`src/common/wws_pkg.sv`:
```
// Purpose: shared constants and types for the windowed supervisor
// Assumes: 200 MHz ref_clk
// Notes: times are kept in their own unit; cycle counts derive from them
package wws_pkg;

   // ----------------------------------------
   // clock and timing
   // ----------------------------------------
   localparam int CLK_MHZ = 200;
   localparam int CYC0_NS = 10000;   // cycle time, selector 0
   localparam int CYC1_NS = 100000;  // cycle time, selector 1
   localparam int SAMPLE_NS = 400000; // trigger pin sampling period
   localparam int LONG_OPEN_MS1 = 600;
   localparam int LONG_OPEN_MS0 = 60;
   localparam int CYC0_CLKS = CYC0_NS * CLK_MHZ / 1000;
   localparam int CYC1_CLKS = CYC1_NS * CLK_MHZ / 1000;
   localparam int SAMPLE_CLKS = SAMPLE_NS * CLK_MHZ / 1000;
   // long open window measured in base ticks: 6000 ticks of either cycle time
   localparam int LONG_OPEN_TICKS = LONG_OPEN_MS1 * 1000000 / CYC1_NS;
   localparam int INIT_TIMEOUT_TICKS = LONG_OPEN_TICKS;
   localparam int POR_DELAY_TICKS = 100;

   // ----------------------------------------
   // widths and reset values
   // ----------------------------------------
   localparam int TICKW = 16;
   localparam int SAMW = $clog2(SAMPLE_CLKS);
   localparam int WINW = 8;
   localparam int ERRW = 5;
   localparam logic [WINW-1:0] OPEN_CYC_RST = 8'h10;
   localparam logic [WINW-1:0] CLOSED_CYC_RST = 8'h08;
   localparam logic [ERRW-1:0] ERR_THR_RST = 5'h0A;
   localparam logic [ERRW-1:0] ERR_INC = 5'h02;
   localparam logic [ERRW-1:0] ERR_DEC = 5'h01;
   localparam logic [ERRW-1:0] ERR_ZERO = 5'h00;
   localparam logic [1:0] LONG_OPEN_LIMIT = 2'h2;

   typedef enum logic [2:0] {
      WWS_OFF = 3'b000,
      WWS_LONG_OPEN = 3'b001,
      WWS_CLOSED = 3'b010,
      WWS_OPEN = 3'b011,
      WWS_SOFT_RST = 3'b100,
      WWS_FAULT = 3'b101
   } wws_state_e;

   typedef struct packed {
      logic pinSource;               // 1: trigger pin, 0: spi command
      logic cycleTimeSelect;         // 1: slow cycle, 0: fast cycle
      logic [WINW-1:0] openCycles;
      logic [WINW-1:0] closedCycles;
      logic [ERRW-1:0] errorCountThreshold;
   } wws_cfg_s;

   typedef struct packed {
      logic valid;   // one-cycle pulse per decision
      logic good;    // 1: valid triggering, 0: invalid
   } wws_result_s;

endpackage

```
`src/hdl/wws_windowed_supervisor.sv`:
```
// Purpose: window watchdog supervising an external microcontroller
// Assumes: inputs synchronous to ref_clk; cfg is written by the spi block
// Notes: all state but the reset synchronizer freezes while clkEn is low
`timescale 1ns/100ps

module wws_windowed_supervisor
(
   input wire logic ref_clk,
   input wire logic nrst,
   input wire logic clkEn,
   input wire logic enable,
   input wws_pkg::wws_cfg_s cfg,
   input wire logic cfgWrite,
   input wire logic spiTriggerCommandReg,
   input wire logic triggerInputPin,
   output logic mcuResetOutput_n,
   output logic regulatorEnable,
   output logic faultState,
   output logic irqRequest,
   output wws_pkg::wws_result_s windowResultSignal,
   output logic [wws_pkg::ERRW-1:0] errorCount,
   output wws_pkg::wws_state_e windowState
);
   import wws_pkg::*;

   // ----------------------------------------
   // reset release
   // ----------------------------------------
   logic rstMeta_q;
   logic rstSync_q;
   always_ff @(posedge ref_clk or negedge nrst)
   begin
      if (!nrst)
      begin
         rstMeta_q <= 1'b0;
         rstSync_q <= 1'b0;
      end
      else
      begin
         rstMeta_q <= 1'b1;
         rstSync_q <= rstMeta_q;
      end
   end
   wire logic rstN = rstSync_q;

   // ----------------------------------------
   // base cycle tick and pin sample tick
   // ----------------------------------------
   logic [TICKW-1:0] preCnt_q;
   logic [SAMW-1:0] samCnt_q;
   logic baseTick;
   logic samTick;
   // restarting the prescaler with each window keeps window lengths exact,
   // at the cost of the pin sampler and the prescaler drifting apart
   logic winStart;
   wire logic [TICKW-1:0] cycClks = cfg.cycleTimeSelect ? TICKW'(CYC1_CLKS) : TICKW'(CYC0_CLKS);
   assign baseTick = clkEn && (preCnt_q >= cycClks - TICKW'(1));
   assign samTick = clkEn && (samCnt_q == SAMW'(SAMPLE_CLKS - 1));
   always_ff @(posedge ref_clk or negedge rstN)
   begin
      if (!rstN)
         preCnt_q <= '0;
      else if (clkEn)
      begin
         if (baseTick || winStart)
            preCnt_q <= '0;
         else
            preCnt_q <= preCnt_q + TICKW'(1);
      end
   end
   always_ff @(posedge ref_clk or negedge rstN)
   begin
      if (!rstN)
         samCnt_q <= '0;
      else if (clkEn)
         samCnt_q <= samTick ? '0 : samCnt_q + SAMW'(1);
   end

   // ----------------------------------------
   // pin trigger filter
   // ----------------------------------------
   // three stored samples plus the live one; the decision lands on the second low sample
   logic [2:0] pinHist_q;
   always_ff @(posedge ref_clk or negedge rstN)
   begin
      if (!rstN)
         pinHist_q <= 3'h0;
      else if (samTick)
         pinHist_q <= {pinHist_q[1:0], triggerInputPin};
   end
   wire logic pinTrig = samTick && (pinHist_q == 3'h6) && !triggerInputPin;

   // ----------------------------------------
   // trigger selection
   // ----------------------------------------
   wire wws_state_e state_q;
   wws_state_e stateR_q;
   assign state_q = stateR_q;
   wire logic inLong = (stateR_q == WWS_LONG_OPEN);
   // pin is ignored in the long open window; spi is default source
   wire logic trig = cfg.pinSource ? (pinTrig && !inLong) : (clkEn && spiTriggerCommandReg);

   // ----------------------------------------
   // window sequencer
   // ----------------------------------------
   logic [TICKW-1:0] winCnt_q;
   logic [TICKW-1:0] initCnt_q;
   logic [1:0] longFails_q;
   logic longInvalid_q;
   logic [ERRW-1:0] err_q;
   wire logic [TICKW-1:0] longTicks = cfg.cycleTimeSelect ? TICKW'(LONG_OPEN_TICKS)
                                                          : TICKW'(LONG_OPEN_TICKS);
   wire logic winEnd = baseTick && (
      (stateR_q == WWS_LONG_OPEN && winCnt_q >= longTicks - TICKW'(1)) ||
      (stateR_q == WWS_OPEN && winCnt_q >= TICKW'(cfg.openCycles) - TICKW'(1)) ||
      (stateR_q == WWS_CLOSED && winCnt_q >= TICKW'(cfg.closedCycles) - TICKW'(1)));
   wire logic initExpire = inLong && baseTick && initCnt_q >= TICKW'(INIT_TIMEOUT_TICKS - 1);
   wire logic porDone = stateR_q == WWS_SOFT_RST && baseTick
                        && winCnt_q >= TICKW'(POR_DELAY_TICKS - 1);
   logic resValid;
   logic resGood;
   wws_state_e stateNext;
   logic winRestart;

   always_comb
   begin
      stateNext = stateR_q;
      resValid = 1'b0;
      resGood = 1'b0;
      winRestart = 1'b0;
      case (stateR_q)
         WWS_OFF:
         begin
            if (enable && clkEn)
            begin
               stateNext = WWS_LONG_OPEN;
               winRestart = 1'b1;
            end
         end
         WWS_LONG_OPEN:
         begin
            if (cfgWrite && clkEn)
            begin
               stateNext = WWS_OPEN;
               winRestart = 1'b1;
            end
            else if (trig)
            begin
               stateNext = WWS_CLOSED;
               winRestart = 1'b1;
               resValid = 1'b1;
               resGood = 1'b1;
            end
            else if (initExpire && (longInvalid_q || winEnd))
            begin
               // the timeout wins over the window end, so its interrupt is skipped
               winRestart = 1'b1;
               stateNext = (longFails_q + 2'h1 >= LONG_OPEN_LIMIT) ? WWS_FAULT
                                                                  : WWS_SOFT_RST;
            end
            else if (winEnd)
            begin
               winRestart = 1'b1;
               resValid = 1'b1;
            end
         end
         WWS_CLOSED:
         begin
            if (trig)
            begin
               stateNext = WWS_OPEN;
               winRestart = 1'b1;
               resValid = 1'b1;
            end
            else if (winEnd)
            begin
               stateNext = WWS_OPEN;
               winRestart = 1'b1;
            end
         end
         WWS_OPEN:
         begin
            if (trig)
            begin
               stateNext = WWS_CLOSED;
               winRestart = 1'b1;
               resValid = 1'b1;
               resGood = 1'b1;
            end
            else if (winEnd)
            begin
               winRestart = 1'b1;
               resValid = 1'b1;
            end
         end
         WWS_SOFT_RST:
         begin
            if (porDone)
            begin
               stateNext = WWS_LONG_OPEN;
               winRestart = 1'b1;
            end
         end
         // terminal until nrst; the regulators stay off meanwhile
         WWS_FAULT:
            stateNext = WWS_FAULT;
         default:
            stateNext = WWS_OFF;
      endcase
   end

   // one spare bit keeps a count near the top from wrapping past the threshold
   wire logic [ERRW:0] errSum = {1'b0, err_q} + {1'b0, ERR_INC};
   wire logic errOverflow = resValid && !resGood && (errSum >= {1'b0, cfg.errorCountThreshold});
   assign winStart = winRestart || errOverflow;

   always_ff @(posedge ref_clk or negedge rstN)
   begin
      if (!rstN)
         stateR_q <= WWS_OFF;
      else if (clkEn)
      begin
         if (errOverflow && stateNext != WWS_FAULT)
            stateR_q <= WWS_SOFT_RST;
         else
            stateR_q <= stateNext;
      end
   end

   always_ff @(posedge ref_clk or negedge rstN)
   begin
      if (!rstN)
         winCnt_q <= '0;
      else if (clkEn)
      begin
         if (winStart)
            winCnt_q <= '0;
         else if (baseTick)
            winCnt_q <= winCnt_q + TICKW'(1);
      end
   end

   // init timer runs across the long open window only
   always_ff @(posedge ref_clk or negedge rstN)
   begin
      if (!rstN)
         initCnt_q <= '0;
      else if (clkEn)
      begin
         if (!inLong || stateNext != WWS_LONG_OPEN)
            initCnt_q <= '0;
         else if (baseTick)
            initCnt_q <= initCnt_q + TICKW'(1);
      end
   end

   always_ff @(posedge ref_clk or negedge rstN)
   begin
      if (!rstN)
      begin
         longInvalid_q <= 1'b0;
         longFails_q <= 2'h0;
      end
      else if (clkEn)
      begin
         if (inLong && winEnd && !trig)
            longInvalid_q <= 1'b1;
         else if (stateNext != WWS_LONG_OPEN)
            longInvalid_q <= 1'b0;
         if (inLong && (stateNext == WWS_SOFT_RST))
            longFails_q <= longFails_q + 2'h1;
         else if (inLong && (stateNext == WWS_CLOSED || stateNext == WWS_OPEN))
            longFails_q <= 2'h0;
      end
   end

   // ----------------------------------------
   // error counter and result
   // ----------------------------------------
   always_ff @(posedge ref_clk or negedge rstN)
   begin
      if (!rstN)
         err_q <= ERR_ZERO;
      else if (clkEn && resValid)
      begin
         if (!resGood)
            err_q <= errOverflow ? ERR_ZERO : errSum[ERRW-1:0];
         else if (err_q != ERR_ZERO)
            err_q <= err_q - ERR_DEC;
      end
   end

   always_ff @(posedge ref_clk or negedge rstN)
   begin
      if (!rstN)
      begin
         windowResultSignal <= '0;
         irqRequest <= 1'b0;
      end
      else if (clkEn)
      begin
         windowResultSignal.valid <= resValid;
         windowResultSignal.good <= resGood;
         irqRequest <= resValid && !resGood;
      end
   end

   // ----------------------------------------
   // outputs
   // ----------------------------------------
   assign mcuResetOutput_n = (stateR_q != WWS_SOFT_RST) && (stateR_q != WWS_FAULT);
   assign regulatorEnable = (stateR_q != WWS_FAULT);
   assign faultState = (stateR_q == WWS_FAULT);
   assign errorCount = err_q;
   assign windowState = state_q;

endmodule

```
`config.mk`:
```
export PLATFORM = sky130hd
export DESIGN_NAME = wws_windowed_supervisor
export DESIGN_NICKNAME = d
export VERILOG_FILES = /design/src/common/wws_pkg.sv /design/src/hdl/wws_windowed_supervisor.sv
export SDC_FILE = /design/constraint.sdc
export NUM_CORES = 1
export LEC_CHECK = 0
export ABC_AREA = 1
export BUFFER_PORTS_ARGS = -buffer_cell sky130_fd_sc_hd__buf_4
export CORE_MARGIN = 2
export CORE_UTILIZATION = 60
export CTS_CLUSTER_DIAMETER = 200
export DETAILED_ROUTE_END_ITERATION = 10
export PLACE_DENSITY = 0.78
export SETUP_SLACK_MARGIN = 0.4
export SLEW_MARGIN = 20
export SYNTH_ARGS = -nofsm -noshare
export SYNTH_HDL_FRONTEND = slang
export SYNTH_SLANG_ARGS = --single-unit
```
`constraint.sdc`:
```
create_clock -name ref_clk -period 4.7 [get_ports ref_clk]
set_input_delay 0.94 -clock ref_clk [delete_from_list [all_inputs] [get_ports ref_clk]]
set_output_delay 0.94 -clock ref_clk [all_outputs]
set_load 0.01 [all_outputs]
```
# Yosys cells after proc, flatten, opt, wreduce, memory -nomap -nowiden
# Index checks and enable logic that the tools add are counted.
[op_classes]
add_sub_neg = 10
reduce_logical = 49
n_shift = 0
bitwise_logic = 0
multipliers = 0
muxes = 41
magnitude_cmp = 8
div = 0
eq_ne = 15
[op_table]
columns = ["cell", "n"]
rows = [
  ["$mux 16", 5],
  ["$add 16x1->16 const B", 3],
  ["$ge 16x16->1", 3],
  ["$ge 16x13->1 const B", 2],
  ["$mux 3", 9],
  ["$logic_and 1x1->1", 26],
  ["$pmux 3 s6", 1],
  ["$sub 8x1->9 const B", 2],
  ["$add 17x1->17 const B", 1],
  ["$eq 17x17->1 const B", 1],
  ["$mux 17", 1],
  ["$ge 16x7->1 const B", 1],
  ["$mux 1", 16],
  ["$sub 15x1->16 const B", 1],
  ["$mux 15", 1],
  ["$mux 5", 3],
  ["$eq 3x2->1 const B", 4],
  ["$eq 3x3->1 const B", 4],
  ["$reduce_and 2->1", 5],
  ["$ne 3x3->1 const B", 3],
  ["$reduce_bool 2->1", 4],
  ["$logic_or 1x1->1", 7],
  ["$add 5x2->6 const B", 1],
  ["$ge 6x5->1", 1],
  ["14 further kinds", 18],
]
[word_totals]
wordCells = 137
ramBits = 0
romBits = 0
mem_count = 0
input_bits = 30
latchBits = 0
regBits = 84
output_inout_bits = 14

# Longest topological paths before layout
# Gate-level depths: netlist of run 1.
[logic_depth]
word_depth = 17
ltp_mapped = 27
mapped_depth_nobuf = 26

# Worst setup path before layout of run 1
# No wires, ideal clock.
[synth_timing]
path_type = "input-to-reg"
from = "input cfg[13] (netlist bit)"
to = "register preCnt_q[15]"
required_time_ns = 4.620
setup_time_ns = 0.080
n_path_buf = 1
path_slack_ns = 1.002
cell_stages = 22
t_arrival_ns = 3.618
path_cell_list = "inv_1 -> ha_1 -> nand2_1 -> or3_1 -> nor2_1 -> nand2_1 -> ha_1 -> a21oi_1 -> o21ai_0 -> a21oi_1 -> nand2_1 -> nand2_1 -> nand3_1 -> nand2_2 -> nand2_4 -> nand2_4 -> and3_1 -> nand2_2 -> nor2_8 -> inv_4 -> buf_6 -> nor3b_2"
[synth_via]
elab_chain_cells = 17
word_cells_on_any_way = 23
cone_classes = "1 x add/sub; 1 x order compare; 11 x mux; 10 x reduce/logical"
[synth_lines]
columns = ["item", "line_no", "text"]
rows = [
  ["from (decl)", "wws_windowed_supervisor.sv:12", "input wws_pkg::wws_cfg_s cfg,"],
  ["$sub 8x1->9 *", "wws_windowed_supervisor.sv:115", "(stateR_q == WWS_OPEN && winCnt_q >= TICKW'(cfg.openCycles) - TICKW'(1)) ||"],
  ["$ge 16x16->1 *", "wws_windowed_supervisor.sv:115", ""],
  ["$logic_and 1x1->1 *", "wws_windowed_supervisor.sv:115", ""],
  ["$logic_or 1x1->1 *", "wws_windowed_supervisor.sv:114", "(stateR_q == WWS_LONG_OPEN && winCnt_q >= longTicks - TICKW'(1)) ||"],
  ["$logic_or 1x1->1 *", "wws_windowed_supervisor.sv:115", ""],
  ["$logic_and 1x1->1 *", "wws_windowed_supervisor.sv:113", "wire logic winEnd = baseTick && ("],
  ["$logic_or 1x1->1", "wws_windowed_supervisor.sv:154", "else if (initExpire && (longInvalid_q || winEnd))"],
  ["$logic_and 1x1->1", "wws_windowed_supervisor.sv:154", ""],
  ["$mux 1", "wws_windowed_supervisor.sv:154", ""],
  ["$mux 1", "wws_windowed_supervisor.sv:147", "else if (trig)"],
  ["$mux 1", "wws_windowed_supervisor.sv:142", "if (cfgWrite && clkEn)"],
  ["$pmux 1 s3", "wws_windowed_supervisor.sv:131", "case (stateR_q)"],
  ["$logic_and 1x1->1 (2 in series)", "wws_windowed_supervisor.sv:214", "wire logic errOverflow = resValid && !resGood && (errSum >= {1'b0, cfg.errorCountThreshold});"],
  ["$logic_or 1x1->1 *", "wws_windowed_supervisor.sv:215", "assign winStart = winRestart || errOverflow;"],
  ["$logic_or 1x1->1 *", "wws_windowed_supervisor.sv:65", "if (baseTick || winStart)"],
  ["$mux 16 *", "wws_windowed_supervisor.sv:65", ""],
  ["to (signal assigned)", "wws_windowed_supervisor.sv:68", "preCnt_q <= preCnt_q + TICKW'(1);"],
  ["to (decl)", "wws_windowed_supervisor.sv:49", "logic [TICKW-1:0] preCnt_q;"],
]
# Mark *: on every way between the ends. The rest lies on a longest branch, timed or not.
# A chain may end at the register's enable or synchronous reset.

# Worst setup path after layout of run 1
[layout_timing]
from = "input cfg[5] (netlist bit)"
to = "register initCnt_q[2]"
[layout_via]
elab_chain_cells = 15
word_cells_on_any_way = 18
cone_classes = "1 x add/sub; 1 x order compare; 1 x eq/ne; 7 x mux; 8 x reduce/logical"
[layout_lines]
columns = ["item", "line_no", "text"]
rows = [
  ["$sub 8x1->9 *", "wws_windowed_supervisor.sv:116", "(stateR_q == WWS_CLOSED && winCnt_q >= TICKW'(cfg.closedCycles) - TICKW'(1)));"],
  ["$ge 16x16->1 *", "wws_windowed_supervisor.sv:116", ""],
  ["$logic_and 1x1->1 *", "wws_windowed_supervisor.sv:116", ""],
  ["$logic_or 1x1->1 *", "wws_windowed_supervisor.sv:115", ""],
  ["$logic_and 1x1->1 *", "wws_windowed_supervisor.sv:113", ""],
  ["$logic_or 1x1->1", "wws_windowed_supervisor.sv:154", ""],
  ["$logic_and 1x1->1", "wws_windowed_supervisor.sv:154", ""],
  ["$mux 3", "wws_windowed_supervisor.sv:154", ""],
  ["$mux 3", "wws_windowed_supervisor.sv:147", ""],
  ["$mux 3", "wws_windowed_supervisor.sv:142", ""],
  ["$pmux 3 s6 *", "wws_windowed_supervisor.sv:131", ""],
  ["$ne 3x1->1 *", "wws_windowed_supervisor.sv:250", "if (!inLong || stateNext != WWS_LONG_OPEN)"],
  ["$logic_or 1x1->1 *", "wws_windowed_supervisor.sv:250", ""],
  ["$reduce_bool 2->1 (no source line)", "--", ""],
  ["$reduce_and 2->1 (no source line)", "--", ""],
  ["to (signal assigned)", "wws_windowed_supervisor.sv:253", "initCnt_q <= initCnt_q + TICKW'(1);"],
  ["to (decl)", "wws_windowed_supervisor.sv:107", "logic [TICKW-1:0] initCnt_q;"],
]
# Marked as above.

==> impl_metrics.tcl, run 1 <==
set metrics [dict create \
    status "finished clean" \
    path_common_cell "nand2_1" \
    p_leak_nw 3.58 \
    cp-startpoint "cfg[5]" \
    clock_skew_ps 9.94 \
    path_cells "buf_4 -> inv_1 -> ha_1 -> nand2_1 -> nor2_1 -> nand4_1 -> ha_1 -> nand2_1 -> inv_1 -> o21bai_1 -> nand2_1 -> a21oi_1 -> nand3_1 -> nand2_1 -> nand4_1 -> nand3_1 -> nand2_1 -> nand2_1 -> nand2_1 -> nand2_2 -> nand4_4 -> o21bai_4 -> nand2_1 -> nand2_1" \
    initial_core_util 0.613 \
    drtIter0Drc 345 \
    clkLatencyLatePin_ps 360 \
    hp-class "flop to async pin" \
    io_buffers 43 \
    crit_type "input port to flop" \
    synth_ff_type "dfrtp_1" \
    cts.root.buffer_cell "clkbuf_8" \
    wire_per_inst_um 13.2 \
    grt_max_degree 83 \
    ant_nets 0 \
    crit_family "simple AND/OR/NAND/NOR gates" \
    ir_drop_uv 245 \
    slew_viol_final 0 \
    ctsLongestPathBuffers 2 \
    finalSetupTns_ps 0 \
    syn2layout_area_growth_pct 11.0 \
    syn_area_um2 6270 \
    fin_crit_sh 0.831 \
    syn_nets 903 \
    synth_top_cell_by_area "dfrtp_1" \
    grt_pass1_vias 5260 \
    critical_path_required_ps 5000 \
    grt_use_total 0.251 \
    antenna_found_initial 0 \
    grt-ovfl-total 0 \
    clock-sinks 84 \
    final_common_cell "nand2_1" \
    synth_top_area_share 0.335 \
    synth-edff-count 0 \
    io_pins 44 \
    dieArea_um2 11300 \
    vias_per_cell 5.41 \
    die_w_um 106 \
    synth.avg_cell_area_um2 7.66 \
    hold_violations 0 \
    gp_congestion 0.913 \
    cp-start-kind "input port" \
    slew_headroom 0.614 \
    dp.cells 987 \
    fin_ws_ps 793 \
    chipHeight_um 106 \
    syn_inst 819 \
    final_cell_mix "nand2_1, inv_1, dfrtp_1" \
    cts_resized 0 \
    cpMaxStageDelayCell "o21bai_4" \
    fin_cells 1004 \
    cts_buffers 9 \
    end_kind "flop" \
    maxCapViolations 0 \
    nFillCells 843 \
    core-area_um2 10200 \
    ys_ff_latch 84 \
    yosys.cell_types.count 58 \
    arrival_ps 4210 \
    fmax_mhz 256 \
    dp_slack_ps 433 \
    power_mw 2.18 \
    rr_startpoint "preCnt_q[11]" \
    drc 0 \
    rsz0062_at_grt "no" \
    ys_warn_count 0 \
    hold_buffers 0 \
    cts_tree "yes" \
    first_pass_iters 5 \
    power_density_nw_per_um2 312 \
    cts_post_setup_buffers_inserted 0 \
    cp_max_fo 16 \
    grt_pass1_wl_um 23300 \
    ys_seq_area_frac 0.335 \
    synthArstFlopShare 1.00 \
    hpwl_um 10100 \
    slowest_delay_ps 460 \
    finalCoreUtilization 0.681 \
    setup_viol 0 \
    finalWirelength_um 13300 \
    vias 5433 \
    rows 37 \
    tightestPinTransition_ps 580 \
    cp_num_buf_inv 3 \
    period_needed_ps 3910 \
    clkTransAtPathRegs_ps 80 \
    htree_levels 3 \
    ys_top_cells_by_area "dfrtp_1, ha_1, nand2_1" \
    drive_gt1_frac 0.149 \
    n_antenna_cell 0 \
    nets 947 \
]
## metal layers
layer,vias to the layer above,track usage,part of all wire,wire (um)
met1,2530,0.336,0.48,6330
met5,-,0,0,0
li1,2774,-,-,-
met3,19,0.0386,0.038,509
met2,110,0.421,0.47,6240
met4,0,0.0789,0.017,223
## area by class of cell
cell class                 instances  area, um^2  area share
inverter                         128         490      0.0704
timing repair buffer              44         343      0.0492
clock inverter                     6         113      0.0162
clock buffer                      10         128      0.0183
multi-input combinational        596        3620       0.519
tap                              136         170      0.0244
sequential                        84        2110       0.302
## sequential cells by signal (all words and copies together) (netlist names)
register / cells
samCnt_q: 17
initCnt_q: 16
preCnt_q: 16
winCnt_q: 16
errorCount: 5
pinHist_q: 3
windowState: 3
longFails_q: 2
windowResultSignal: 2
irqRequest: 1
longInvalid_q: 1
rstMeta_q: 1
rstN: 1
## logic make-up (layout without fill, tap and decap cells)
kind of cell / after synthesis / after routing / synth area share
compound gates: 99 / 99 / 0.0993
buf+inv: 139 / 188 / 0.0885
fa+ha+maj: 54 / 54 / 0.108
flops: 84 / 84 / 0.335
other cells: 1 / 1 / 0.000598
xor+xnor: 42 / 42 / 0.0586
simple gates: 400 / 400 / 0.310
## cells in the mapped netlist, types with 14 or more instances
master,count
a21oi_1,29
dfrtp_1,84
ha_1,54
inv_1,114
nand2_1,165
nand2_2,18
nand3_1,47
nand4_1,27
nor2_1,74
nor3_1,28
o21ai_0,25
o21ai_1,14
xor2_1,31
## report_power, final
| part | leakage (nW) | total (mW) | switching (mW) | internal (mW) |
|---|---|---|---|---|
| clock | 0.120 | 0.623 | 0.269 | 0.354 |
| combinational | 2.37 | 0.647 | 0.382 | 0.265 |
| sequential | 1.09 | 0.905 | 0.100 | 0.805 |
| total | 3.58 | 2.18 | 0.751 | 1.42 |
## per-stage QoR
| step | hold slack (ps) | cell area, um^2 |
|---|---|---|
| 3_3_place_gp | 341 | 6710 |
| 5_1_grt | 327 | 6970 |
| 6_report | 332 | 6970 |
| 3_5_place_dp | 336 | 6710 |
| 2_1_floorplan | 331 | 6270 |
| 4_1_cts | 333 | 6950 |
## worst paths after layout
kind	endpoint	depth (start not counted)	slack, ps
setup reg to reg	initCnt_q[2]	15	1820
setup / recovery	initCnt_q[2]	24	790
hold reg to reg	samCnt_q[2]	0	330
hold / removal	samCnt_q[2]	0	330
min in group ref_clk	rstN	0	360
max in group asynchronous	winCnt_q[4]	1	3750
Power figures use the tool's default switching activity.
==> run 2, diff against run 1 <==
--- a/config.mk
+++ b/config.mk
@@ -5,13 +5,13 @@
 export SDC_FILE = /design/constraint.sdc
 export NUM_CORES = 1
 export LEC_CHECK = 0
-export ABC_AREA = 1
+export ABC_AREA = 0
 export BUFFER_PORTS_ARGS = -buffer_cell sky130_fd_sc_hd__buf_4
 export CORE_MARGIN = 2
 export CORE_UTILIZATION = 60
 export CTS_CLUSTER_DIAMETER = 200
 export DETAILED_ROUTE_END_ITERATION = 10
-export PLACE_DENSITY = 0.78
+export PLACE_DENSITY = 0.79
 export SETUP_SLACK_MARGIN = 0.4
 export SLEW_MARGIN = 20
 export SYNTH_ARGS = -nofsm -noshare
==> constraint.sdc (replaced) <==
create_clock -name ref_clk -period 3.9 [get_ports ref_clk]
set_input_delay 0.78 -clock ref_clk [delete_from_list [all_inputs] [get_ports ref_clk]]
set_output_delay 0.78 -clock ref_clk [all_outputs]
set_load 0.01 [all_outputs]
==> impl_metrics.tcl, run 2 <==
set metrics [dict create \
    status "finished clean" \
    n_antenna_cell 0 \
    synth_ff_type "dfrtp_1" \
    drive_gt1_frac 0.260 \
    power_density_nw_per_um2 298 \
    syn_nets 743 \
    syn_inst 659 \
    grt_pass1_vias 4944 \
    ant_nets 0 \
    ir_drop_uv 231 \
    ys_seq_area_frac 0.358 \
    first_pass_iters 5 \
    fmax_mhz 280 \
    clkTransAtPathRegs_ps 90 \
    synth.most_common_cell "dfrtp_1" \
    synthArstFlopShare 1.00 \
    fin_ws_ps 330 \
    maxCapViolations 0 \
    setup_viol 0 \
    rsz0062_at_grt "yes" \
    period_needed_ps 3570 \
    cts_buffers 9 \
    nFillCells 682 \
    hold_violations 0 \
    clock-sinks 84 \
    syn_area_um2 5870 \
    hp-class "input port to async pin" \
    synth_top_family_by_area "simple AND/OR/NAND/NOR gates" \
    seq_area_um2 2110 \
    dieArea_um2 10600 \
    cp-start-kind "input port" \
    chipHeight_um 103 \
    vias_per_cell 6.05 \
    synth_top_area_share 0.358 \
    rows 36 \
    hold_buffers 0 \
    synthAdderAreaFrac 0.115 \
    fin_crit_sh 0.915 \
    crit_type "input port to flop" \
    synth_compound_area_frac 0.166 \
    multi_input_area_um2 4110 \
    antenna_found_initial 0 \
    grt_max_degree 83 \
    end_kind "flop" \
    critical_path_required_ps 4200 \
    dp_slack_ps -139 \
    grt_use_total 0.266 \
    cts_tree "yes" \
    initial_core_util 0.609 \
    tightestPinTransition_ps 564 \
    finalWirelength_um 14600 \
    clkLatencyLatePin_ps 370 \
    io_pins 44 \
    power_mw 2.22 \
    synthTopCellsByCount "dfrtp_1, nor2_1, nand2_1" \
    final_common_cell "dfrtp_1" \
    core-area_um2 9640 \
    finalCoreUtilization 0.771 \
    slew_headroom 0.623 \
    ff2ff_setup_slack_ps 650 \
    ys_warn_count 0 \
    cp_max_fo 8 \
    io_buffers 43 \
    grt_pass1_wl_um 22400 \
    synth.avg_cell_area_um2 8.91 \
    final_cell_mix "dfrtp_1, buf_4, nand2_1" \
    ys_top_cells_by_area "dfrtp_1, ha_1, nor2_1" \
    largest_reg_flops 17 \
    yosys.area_share.simple 0.239 \
    synth_xor_area_frac 0.0835 \
    die_w_um 103 \
    synth_top_cell_by_area "dfrtp_1" \
    nets 822 \
    top_register "samCnt_q" \
    synth-edff-count 0 \
    wire_per_inst_um 16.7 \
    clock_skew_ps 16.3 \
    ys_ff_latch 84 \
    drc 0 \
    vias 5295 \
    arrival_ps 3870 \
    yosys.cell_types.count 79 \
    slew_viol_final 0 \
    cts.root.buffer_cell "clkbuf_8" \
    gp_congestion 0.936 \
    synthMuxAreaShare 0.00767 \
    drtIter0Drc 340 \
    grt-ovfl-total 0 \
    p_leak_nw 3.17 \
    hpwl_um 10000 \
    syn2layout_area_growth_pct 26.5 \
    htree_levels 3 \
    ctsLongestPathBuffers 2 \
]
==> run 2: cell count changes in the layout (fill, tap and decap cells not counted), moves of 9 or more <==
cell	delta
inv_1	-88
o31ai_1	+9
nand2_2	-15
nor3_1	-19
nand3_1	-23
nand2_1	-98
ha_4	+14
xnor2_1	+16
ha_1	-14
buf_4	+26
nor2_4	+25
inv_2	-11
nor2_1	-27
and3_1	+10
==> run 2: through the flow <==
stage / TNS (ps) / instance area, um^2 / hold WS [ps] / instances
global placement: -256 / 6630 / 341 / 846
floorplan: 0 / 5990 / 331 / 659
global route: 0 / 7430 / 165 / 875
finish: 0 / 7430 / 181 / 875
detailed placement: -1740 / 6630 / 341 / 846
CTS: 0 / 6900 / 172 / 866
==> run 2: what timing repair did <==
| action | in CTS | in global routing |
|---|---|---|
| pin swaps | 8 | 49 |
| setup endpoints to repair | 38 | 42 |
| gates resized for setup | 12 | 99 |
| buffers inserted | 5 | 6 |
| cloned | 0 | 2 |
| hold endpoints to repair | 0 | 0 |
==> run 2: cell families after synthesis <==
family | count (synthesis)
muxes | 4
xor gates and xnor gates | 56
other | 1
AOI/OAI and AO/OA | 140
and+or+nand+nor | 276
buffers and inverters | 44
DFF | 84
adders and majority gates | 54
==> run 2: critical path: stages <==
cell	delay (ps)
buf_12	110
inv_12	40
ha_4	120
nand4bb_1	120
or3_4	470
ha_4	260
buf_4	130
a21oi_1	160
nand2_1	90
a21oi_1	380
a31oi_4	160
o31a_1	310
o21ai_2	170
buf_4	140
nand3_4	120
buf_4	170
o2bb2ai_1	140
==> run 2: routing by layer <==
layer  routed length (um)  global-route usage  up-vias
met5                    0                   0        -
met4                  354              0.0830        0
met3                  786              0.0502       36
met2                 7190               0.428      162
met1                 6310               0.366     2549
li1                     -                   -     2548
==> run 2: final timing paths <==
kind,from,to,cells after the start
worst max-delay path,cfg[14],preCnt_q[0],17
worst min-delay path,nrst,rstN,1
worst max register to register,winCnt_q[0],preCnt_q[0],13
worst min register to register,rstN,initCnt_q[0],0
max in group asynchronous,rstN,preCnt_q[13],1
min in group ref_clk,rstMeta_q,rstN,0
==> run 2: cell type report <==
| class | count | area share |
|---|---|---|
| Inverter | 28 | 0.0168 |
| Multi-Input combinational cell | 531 | 0.554 |
| Sequential cell | 84 | 0.284 |
| Clock inverter | 4 | 0.00354 |
| Tap cell | 133 | 0.0224 |
| Timing Repair Buffer | 84 | 0.101 |
| Clock buffer | 11 | 0.0190 |
==> run 2: report_power, final <==
group / internal [mW] / leakage (nW) / switching, mW
combinational: 0.283 / 1.95 / 0.330
clock: 0.244 / 0.0852 / 0.313
sequential: 0.942 / 1.14 / 0.104
